File: src/core/sfs_cfg.svh
// constants for the sanitize freeze and status block
`ifndef SFS_CFG_SVH
`define SFS_CFG_SVH
`define SFS_CMD_SANITIZE   8'hB4
`define SFS_FEAT_STATUS    16'h0000
`define SFS_FEAT_FREEZE    16'h0020
`define SFS_FEAT_OVERWRITE 16'h0014
`define SFS_KEY_LBA        48'h0000_4672_4C6B
`define SFS_RSN_NONE       8'h00
`define SFS_RSN_UNSAN      8'h01
`define SFS_RSN_BADFEAT    8'h02
`define SFS_RSN_FROZEN     8'h03
`define SFS_PROG_IDLE      16'hFFFF
`define SFS_CNT_DONE_BIT   15
`define SFS_CNT_BUSY_BIT   14
`define SFS_CNT_FRZ_BIT    13
`define SFS_CLR_FAIL_BIT   0
`define SFS_FMODE_BIT      4
`define SFS_ERR_ABT_BIT    2
`define SFS_ST_RDY_BIT     6
`define SFS_ST_DSC_BIT     4
`define SFS_ST_ERR_BIT     0
`endif

File: src/core/sfs_pkg.sv
// types for the sanitize freeze and status block
package sfs_pkg;
	typedef enum logic [4:0] {
		SFS_IDLE   = 5'b0_0001,
		SFS_FROZEN = 5'b0_0010,
		SFS_OPER   = 5'b0_0100,
		SFS_FAILED = 5'b0_1000,
		SFS_DONE   = 5'b1_0000
	} sfs_state_type;
endpackage

File: src/core/sfs_decode.sv
// feature-code decoder for the sanitize command
`include "sfs_cfg.svh"
`timescale 1ns/1ps
`default_nettype none
module sfs_decode (
	input  wire logic [7:0]  command,
	input  wire logic [15:0] feature,
	input  wire logic [47:0] lba,
	output logic             is_status,
	output logic             is_freeze,
	output logic             key_ok,
	output logic             is_unknown
);
	// feature code picks sub-command
	// pure decode; lba carries the freeze key
	always_comb begin
		is_status  = (command == `SFS_CMD_SANITIZE) &&
			(feature == `SFS_FEAT_STATUS);
		is_freeze  = (command == `SFS_CMD_SANITIZE) &&
			(feature == `SFS_FEAT_FREEZE);
		// key lives in the low four address bytes only
		key_ok     = (lba[31:0] == 32'(`SFS_KEY_LBA));
		is_unknown = (command == `SFS_CMD_SANITIZE) && !is_status &&
			!is_freeze;
	end
endmodule // sfs_decode
`default_nettype wire

File: src/core/sfs_progress.sv
// progress value selection for the status answer
`include "sfs_cfg.svh"
`timescale 1ns/1ps
`default_nettype none
module sfs_progress (
	input  wire logic        in_oper,
	input  wire logic [15:0] oper_progress,
	output logic [15:0]      progress
);
	// all ones unless an operation is running
	always_comb begin
		progress = in_oper ? oper_progress : `SFS_PROG_IDLE;
	end
endmodule // sfs_progress
`default_nettype wire

File: src/core/sfs_core.sv
// sanitize freeze-lock and status command interpreter
`include "sfs_cfg.svh"
`timescale 1ns/1ps
`default_nettype none
module sfs_core (
	input  wire logic        ref_clk,
	input  wire logic        rst,
	input  wire logic        por_n,
	input  wire logic        cmd_valid,
	input  wire logic [7:0]  command,
	input  wire logic [15:0] feature,
	input  wire logic [15:0] sector_count,
	input  wire logic [47:0] lba,
	input  wire logic        oper_start,
	input  wire logic        oper_fmode,
	input  wire logic        oper_end,
	input  wire logic        oper_fail,
	input  wire logic [15:0] oper_progress,
	output logic             cmd_done,
	output logic [7:0]       command_error_flags,
	output logic [7:0]       command_status_flags,
	output logic [15:0]      ret_count,
	output logic [7:0]       ret_sector_number,
	output logic [7:0]       ret_cyl_low,
	output logic             frozen
);
	sfs_pkg::sfs_state_type state_q, state_d;
	logic        done_q, done_d;
	logic        fmode_q, fmode_d;
	logic        bad_cmd_q, bad_cmd_d;
	logic        cmd_done_q, cmd_done_d;
	logic [7:0]  err_q, err_d, st_q, st_d;
	logic [15:0] cnt_q, cnt_d;
	logic [7:0]  sn_q, sn_d, cl_q, cl_d;
	logic        is_status, is_freeze, key_ok, is_unknown;
	logic [15:0] progress;

	sfs_decode u_dec (
		.command    (command),
		.feature    (feature),
		.lba        (lba),
		.is_status  (is_status),
		.is_freeze  (is_freeze),
		.key_ok     (key_ok),
		.is_unknown (is_unknown)
	);

	sfs_progress u_prog (
		.in_oper       (state_q == sfs_pkg::SFS_OPER),
		.oper_progress (oper_progress),
		.progress      (progress)
	);

	// abort helper: error flags with only the abort bit set
	function automatic logic [7:0] abt_flags();
		return 8'h04;
	endfunction

	// next-state and answer computation
	always_comb begin
		state_d   = state_q;
		done_d    = done_q;
		fmode_d   = fmode_q;
		bad_cmd_d = bad_cmd_q;
		cmd_done_d = 1'b0;
		err_d     = err_q;
		st_d      = st_q;
		cnt_d     = cnt_q;
		sn_d      = sn_q;
		cl_d      = cl_q;
		// background operation lifecycle from the media engine
		case (state_q)
		sfs_pkg::SFS_IDLE, sfs_pkg::SFS_FAILED, sfs_pkg::SFS_DONE: begin
			if (oper_start) begin
				state_d = sfs_pkg::SFS_OPER;
				fmode_d = oper_fmode;
				done_d  = 1'b0;
			end
		end
		sfs_pkg::SFS_OPER: begin
			if (oper_end) begin
				state_d = oper_fail ? sfs_pkg::SFS_FAILED
					: sfs_pkg::SFS_DONE;
				done_d  = !oper_fail;
			end
		end
		sfs_pkg::SFS_FROZEN: begin
			state_d = sfs_pkg::SFS_FROZEN;
		end
		default: state_d = sfs_pkg::SFS_IDLE;
		endcase
		// flag frozen while power is lost
		if (!por_n)
			done_d = done_q;
		if (cmd_valid && command == `SFS_CMD_SANITIZE) begin
			cmd_done_d = 1'b1;
			// busy clear, ready and seek complete set
			st_d = 8'h00;
			st_d[`SFS_ST_RDY_BIT] = 1'b1;
			st_d[`SFS_ST_DSC_BIT] = 1'b1;
			err_d = 8'h00;
			cnt_d = 16'h0000;
			sn_d  = `SFS_RSN_NONE;
			cl_d  = 8'h00;
			bad_cmd_d = 1'b0;
			if (is_status) begin
				cnt_d[`SFS_CNT_DONE_BIT] = done_d;
				cnt_d[`SFS_CNT_BUSY_BIT] = (state_q == sfs_pkg::SFS_OPER);
				cnt_d[`SFS_CNT_FRZ_BIT]  = (state_q == sfs_pkg::SFS_FROZEN);
				// 16-bit numerator split over two bytes
				cl_d = progress[15:8];
				sn_d = progress[7:0];
				if (bad_cmd_q)
					sn_d = `SFS_RSN_BADFEAT;
				if (sector_count[`SFS_CLR_FAIL_BIT] &&
					state_q == sfs_pkg::SFS_FAILED) begin
					if (fmode_q) begin
						state_d = sfs_pkg::SFS_IDLE;
					end else begin
						err_d = abt_flags();
						st_d[`SFS_ST_ERR_BIT] = 1'b1;
						sn_d = `SFS_RSN_UNSAN;
					end
				end
			end else if (state_q == sfs_pkg::SFS_FROZEN) begin
				err_d = abt_flags();
				st_d[`SFS_ST_ERR_BIT] = 1'b1;
				sn_d = `SFS_RSN_FROZEN;
			end else if (is_freeze && key_ok &&
				state_q != sfs_pkg::SFS_OPER) begin
				state_d = sfs_pkg::SFS_FROZEN;
			end else begin
				err_d = abt_flags();
				st_d[`SFS_ST_ERR_BIT] = 1'b1;
				sn_d = `SFS_RSN_BADFEAT;
				bad_cmd_d = is_unknown;
			end
		end
	end

	// state registers; done flag is not reset here
	always_ff @(posedge ref_clk or posedge rst) begin
		if (rst) begin
			state_q    <= sfs_pkg::SFS_IDLE;
			fmode_q    <= 1'b0;
			bad_cmd_q  <= 1'b0;
			cmd_done_q <= 1'b0;
			err_q      <= 8'h00;
			st_q       <= 8'h50;
			cnt_q      <= 16'h0000;
			sn_q       <= 8'h00;
			cl_q       <= 8'h00;
		end else begin
			state_q    <= state_d;
			fmode_q    <= fmode_d;
			bad_cmd_q  <= bad_cmd_d;
			cmd_done_q <= cmd_done_d;
			err_q      <= err_d;
			st_q       <= st_d;
			cnt_q      <= cnt_d;
			sn_q       <= sn_d;
			cl_q       <= cl_d;
		end
	end

	// done flag survives resets; backed by retained storage
	always_ff @(posedge ref_clk) begin
		done_q <= done_d;
	end

	assign cmd_done             = cmd_done_q;
	assign command_error_flags  = err_q;
	assign command_status_flags = st_q;
	assign ret_count            = cnt_q;
	assign ret_sector_number    = sn_q;
	assign ret_cyl_low          = cl_q;
	assign frozen               = (state_q == sfs_pkg::SFS_FROZEN);
endmodule // sfs_core
`default_nettype wire

File: config.mk
export PLATFORM = sky130hd
export DESIGN_NAME = sfs_core
export DESIGN_NICKNAME = d
export VERILOG_FILES = /design/src/core/sfs_pkg.sv /design/src/core/sfs_decode.sv /design/src/core/sfs_progress.sv /design/src/core/sfs_core.sv
export VERILOG_INCLUDE_DIRS = /design/src /design/src/core
export SDC_FILE = /design/constraint.sdc
export NUM_CORES = 1
export LEC_CHECK = 0
export BUFFER_PORTS_ARGS = -buffer_cell sky130_fd_sc_hd__buf_2
export CORE_MARGIN = 4
export CORE_UTILIZATION = 33
export CTS_CLUSTER_DIAMETER = 80
export DETAILED_ROUTE_END_ITERATION = 8
export PLACE_DENSITY = 0.76
export SLEW_MARGIN = 10
export SYNTH_ARGS = -nofsm -noshare
export SYNTH_HDL_FRONTEND = slang
export SYNTH_SLANG_ARGS = --single-unit
File: constraint.sdc
create_clock -name ref_clk -period 1.75 [get_ports ref_clk]
set_clock_uncertainty 0.1 [all_clocks]
set_input_delay 0 -clock ref_clk [delete_from_list [all_inputs] [get_ports ref_clk]]
set_output_delay 0 -clock ref_clk [all_outputs]
set_load 0.05 [all_outputs]
==> results of run 1 <==
## sequential cells by signal, indices dropped and copies added (netlist names)
signal	flops
bad_cmd_q	1
cmd_done	1
command_error_flags	1
done_q	1
fmode_q	1
ret_count	3
ret_cyl_low	8
ret_sector_number	8
state_q	5
## through the flow
stage | setup WS, ns | utilization | cell area, um2 | total power, mW | cells
floorplan | 0.00470 | - | 1830 | 1.22 | 217
global placement | -0.00971 | 0.454 | 2300 | 1.38 | 371
detailed placement | -0.0213 | 0.454 | 2300 | 1.39 | 371
CTS | 0.00157 | 0.512 | 2600 | 1.97 | 398
global route | -0.0599 | 0.519 | 2630 | 2.13 | 399
finish | 0.0173 | 0.519 | 2630 | 2.01 | 399
## cell usage after synthesis (2+ instances only)
cell type  number
nor4_1          3
buf_4          28
a21oi_1         2
o31ai_1         3
nand3b_1        2
nand2_1        21
dfrtp_1        27
clkbuf_1        3
nand3_1         4
nand2b_1        2
a22o_1          4
and3_1          2
nor3_1          4
nand4_1         2
o211ai_1        2
nor4bb_1        5
inv_1           5
buf_2           3
conb_1          2
o21ai_0        20
nor2_1         17
o21ai_1         6
## worst min-delay path by stage
stage | cells after the start | slack [ns] | endpoint | startpoint
6_report | 5 | 0.005 | state_q[1] | lba[14]
5_1_grt | 4 | 0.02 | state_q[3] | oper_fail
4_1_cts | 5 | 0.007 | state_q[1] | lba[14]
3_5_place_dp | 3 | -0.007 | ret_sector_number[2] | rst
3_3_place_gp | 3 | -0.02 | cmd_done | rst
2_1_floorplan | 1 | -0.04 | bad_cmd_q | rst
## power groups by stage
stage / Combinational, mW / Clock, mW / Sequential, mW
detailed placement: 0.620 / 0 / 0.770
global route: 0.768 / 0.591 / 0.767
global placement: 0.609 / 0 / 0.767
finish: 0.707 / 0.542 / 0.762
CTS: 0.660 / 0.557 / 0.758
floorplan: 0.427 / 0 / 0.796
## area by class of cell
class                           count  area, um2
Timing Repair Buffer              138        835
Clock buffer                        7       86.3
Tap cell                           70       87.6
Fill cell                         494       2440
Multi-Input combinational cell    150        882
Sequential cell                    29        723
Inverter                            5       18.8
## routing by layer
metal  share of wire  vias to the layer above
met4           0.016                        0
met1            0.38                      821
li1                -                      900
met5               0                        -
met3           0.092                        6
met2            0.51                      110
## worst min-delay path: cells and delay by family
kind            cells  cell delay (ns)
buf+inv             1             0.12
simple gates        3             0.14
compound gates      1             0.09
## logic make-up (layout without fill, tap and decap cells)
family,after synthesis,after routing,share of synthesized area
and+or+nand+nor,77,78,0.262
AOI/OAI and AO/OA,43,43,0.154
buffers and inverters,39,150,0.148
DFF,29,29,0.419
other,2,27,0.00436
xor gates and xnor gates,1,1,0.00509
muxes,1,1,0.00654
## what timing repair did
| action | CTS | global route |
|---|---|---|
| setup endpoints to repair | 2 | 13 |
| gates cloned | 0 | 1 |
| pin swaps | 0 | 6 |
| hold buffers | 20 | 0 |
| gates resized for setup | 2 | 7 |
| hold endpoints to repair | 47 | 0 |
==> flow_summary.yaml, run 1 <==
outcome:
  status: "completed"
cts:
  cts_setup_buffers: 0
  cts_buffer_depth: 2
  cts.sinks: 29
  clkTransAtPathRegs_ns: 0.06
  root_buffer: "clkbuf_8"
  cts_buffers: 5
  insertion_delay_ns: 0.28
  cts_max_level: 2
  cts_tree: "yes"
worst_setup_path:
  worst_setup_path_start_kind: "flip-flop"
  path_max_fanout: 7
  crit_family: "compound AO/OA/AOI/OAI gates"
  rr_worst_depth: 6
  cp.required_ns: 1.82
  startpoint: "state_q[0]"
  critPathCaptureType: "flip-flop"
  critPathMaxStageDelay_ns: 0.54
  worst-path-buf-inv: 1
  r2r_end: "ret_count[15]"
  crit_chain: "buf_6 > xor2_1 > o2111a_1 > o21ai_1 > a22o_1 > a22o_1"
  rr_startpoint: "state_q[0]"
  rrSetupSlack_ns: 0.02
  cp-endpoint: "ret_count[15]"
  critPathKind: "reg -> reg"
  cp_common_cell: "a22o_1"
  crit_slowest_cell: "dfstp_2"
  worst-path-stages: 6
  worstPathArrival_ns: 1.80
die:
  die_h_um: 80.2
  start_util: 0.339
  die_x_um: 80.2
  io_pins: 162
  fp.coreArea_um2: 5070
  dieArea_um2: 6440
  num_rows: 26
placed_design:
  port_buffers: 103
  gp_congestion: 0.844
  hpwl_mm: 3.96
timing:
  period_needed_ns: 1.73
  setup-violations-final: 0
  rsz0062_at_grt: "yes"
  max_slew_margin: 0.620
  fin_crit_sh: 0.990
  tns_ns: 0
  slew_viol_final: 0
  worst_pin_slew_ns: 0.561
  fin_hold_ws_ns: 0.00534
  fmax_mhz: 577
  hold_viol: 0
yosys:
  synth_top_area_cell: "dfrtp_1"
  yosysSeqAreaShare: 0.419
  synth-seq-cells: 29
  syn_inst: 192
  ys_types: 47
  synth_async_sr_flop_share: 0.966
  synth_top_area_share: 0.392
  synth_area_um2: 1720
  avgSynthCellArea_um2: 8.97
  synth_edf_count: 0
  yosys_warnings: 0
  ys.flop_type: "dfrtp_1"
  yosys-top-cells-area: "dfrtp_1 (39%), buf_4 (12%), o21ai_0 (5.8%), nand2_1 (4.6%), nor2_1 (3.7%)"
power:
  vdd_drop_max_mv: 0.315
  power_density_nw_per_um2: 764
  seq_power_share: 0.379
  swShare: 0.333
  total_leakage_power_nw: 1.39
  switching_power_mw: 0.670
  power_frac_comb: 0.351
  clkPwrFrac: 0.269
  intPower_mw: 1.34
cells_and_area:
  final_nets: 441
  drive_gt1_frac: 0.419
  diodes: 0
  layout.cells.most_common: "buf_2"
  syn2layout_area_growth_pct: 52.9
  final_cell_mix: "buf_2 (102), conb_1 (27), dfrtp_1 (26), nand2_1 (21), dlygate4sd3_1 (20)"
grt:
  met2_usage: 0.280
  gr-total-overflow: 0
  first_global_vias: 1763
  antenna_found_initial: 0
  grt_pass1_wl_mm: 7.69
  grt_use_met1: 0.171
  grt_usage: 0.154
  grt_util_met3: 0.0359
  busiest_layer: "met2"
  grt_max_degree: 31
route:
  ant_nets: 0
  routed_wl_mm: 5.12
  wl_per_cell_um: 12.8
  num_vias: 1837
  vias_per_cell: 4.60
  dr.pass1.iters: 4
  drc: 0
  drt_iter0_markers: 62
flow_run:
  cap_viol_max_count: 0
min_path:
  min_path_type: "in -> reg"
Note: power is estimated with default switching activity, not from simulation.
==> run 2: changes to the inputs <==
--- a/config.mk
+++ b/config.mk
@@ -8,10 +8,11 @@
 export LEC_CHECK = 0
 export BUFFER_PORTS_ARGS = -buffer_cell sky130_fd_sc_hd__buf_2
 export CORE_MARGIN = 4
-export CORE_UTILIZATION = 33
+export CORE_UTILIZATION = 34
+export CTS_BUF_LIST = sky130_fd_sc_hd__clkbuf_4 sky130_fd_sc_hd__clkbuf_8
 export CTS_CLUSTER_DIAMETER = 80
 export DETAILED_ROUTE_END_ITERATION = 8
-export PLACE_DENSITY = 0.76
+export PLACE_DENSITY = 0.78
 export SLEW_MARGIN = 10
 export SYNTH_ARGS = -nofsm -noshare
 export SYNTH_HDL_FRONTEND = slang
==> run 2 against run 1 <==
Effect of this change: combinational power up 6.2%; critical path depth did not move; global-route usage up 1.1 points; cell area increased by 0.52%; sequential share of layout area down 0.19 points; worst setup slack worse by 0.011 ns; critical path type unchanged; largest power group unchanged.
==> flow_summary.yaml, run 2 (synthesized netlist as in run 1, its figures left out) <==
route:
  drt_iter0_markers: 115
  routed_wl_mm: 5.43
  wl_per_cell_um: 13.7
  drc: 0
  num_vias: 1854
  dr.pass1.iters: 4
  vias_per_cell: 4.67
  ant_nets: 0
timing:
  setup-violations-final: 0
  tns_ns: 0
  fmax_mhz: 574
  slew_viol_final: 0
  rsz0062_at_grt: "yes"
  postLayoutSetupSlackWorst_ns: 0.00662
  fin_crit_sh: 0.996
  hold_viol: 0
  period_needed_ns: 1.74
worst_setup_path:
  worst_setup_path_start_kind: "flip-flop"
  crit_family: "compound AO/OA/AOI/OAI gates"
  cp.required_ns: 1.82
  critPathCaptureType: "flip-flop"
  critPathMaxStageDelay_ns: 0.54
  worstPathArrival_ns: 1.81
  worst-path-buf-inv: 1
  crit_chain: "buf_6 > xor2_1 > o2111a_1 > o21ai_1 > a22o_1 > a22o_1"
  path_max_fanout: 4
  critPathKind: "reg -> reg"
  crit_slowest_cell: "dfstp_2"
  cp_common_cell: "a22o_1"
cts:
  cts_max_level: 2
  insertion_delay_ns: 0.28
  cts_buffers: 5
  cts.sinks: 29
  cts_tree: "yes"
  root_buffer: "clkbuf_8"
  cts_buffer_depth: 2
  clkTransAtPathRegs_ns: 0.06
cells_and_area:
  layout.cells.most_common: "buf_2"
  drive_gt1_frac: 0.442
  final_cell_count_no_fill: 397
  diodes: 0
  final_cell_mix: "buf_2 (102), conb_1 (27), dfrtp_1 (27), nand2_1 (21), dlygate4sd3_1 (20)"
  fin_area_um2: 2650
  syn2layout_area_growth_pct: 53.7
  final_nets: 441
placed_design:
  placed_cells: 366
  post-place-ws_ns: -0.0277
  place_area_um2: 2280
  port_buffers: 103
  gp_congestion: 0.877
  hpwl_mm: 3.95
die:
  die_h_um: 79.2
  dieArea_um2: 6270
  fp.coreArea_um2: 4820
  num_rows: 25
  start_util: 0.357
  io_pins: 162
  die_x_um: 79.2
power:
  vdd_drop_max_mv: 0.292
  power_density_nw_per_um2: 776
  total_leakage_power_nw: 1.40
min_path:
  min_path_type: "in -> reg"
grt:
  grt_max_degree: 31
  first_global_vias: 1792
  antenna_found_initial: 0
  grt_pass1_wl_mm: 8.04
  grt_usage: 0.165
  gr-total-overflow: 0
flow_run:
  cap_viol_max_count: 0
outcome:
  status: "completed"
[run 2: cell count changes in the layout (fill, tap and decap cells not counted), moves of 2 or more]
cell and delta:
clkinv_2 +2, nor2_1 -2, nor2_2 +2, nor3_1 -2
nor3_2 +2
[run 2: per-layer routing]
layer | part of all wire | vias to the layer above | track usage
met5 | 0 | - | 0
met4 | 0.018 | 0 | 0.0722
met3 | 0.095 | 8 | 0.0420
met2 | 0.51 | 105 | 0.294
met1 | 0.38 | 835 | 0.184
li1 | - | 906 | -
[run 2: layout make-up]
type | count | area, um2
flip-flops and latches | 29 | 722
clock buffers | 5 | 68.8
well taps | 67 | 83.8
repair buffers | 138 | 838
inverters | 5 | 18.8
fillers | 445 | 2170
clock inverters | 3 | 17.5
multi-input cells | 150 | 897
[run 2: final timing paths]
check                               start  slack [ns]  cells after the start        endpoint
min                               lba[14]       0.004                      5      state_q[1]
min in group asynchronous             rst        0.23                      4        cmd_done
min reg2reg                ret_cyl_low[7]        0.38                      2  ret_cyl_low[7]
max in group asynchronous             rst        1.01                      4      state_q[0]
max                            state_q[0]       0.007                      6   ret_count[15]
max reg2reg                    state_q[0]       0.007                      6   ret_count[15]
[run 2: stage by stage]
step	utilization	hold WS, ns	power (mW)
6_report	0.549	0.00404	2.05
5_1_grt	0.549	0.0312	2.15
4_1_cts	0.538	0.00350	1.97
3_5_place_dp	0.474	-0.0132	1.38
3_3_place_gp	0.474	-0.0166	1.36
2_1_floorplan	-	-0.0353	1.22
[run 2: power by group]
| part | switching (mW) | internal (mW) |
|---|---|---|
| combinational | 0.430 | 0.321 |
| clock | 0.264 | 0.273 |
| sequential | 0.0351 | 0.729 |
| total | 0.729 | 1.32 |
[run 2: worst register-to-register path, cell delays in order (launching register included)]
cell and delay, ns:
dfstp_2 0.54, buf_6 0.11, xor2_1 0.13, o2111a_1 0.27, o21ai_1 0.08, a22o_1 0.21, a22o_1 0.18
[run 2: timing repair]
action,CTS,global route
pin swaps,0,5
setup endpoints to repair,3,6
gates cloned,0,1
endpoints found under the hold margin,47,0
resized for setup,5,12
setup buffers,0,2
hold buffers,20,0
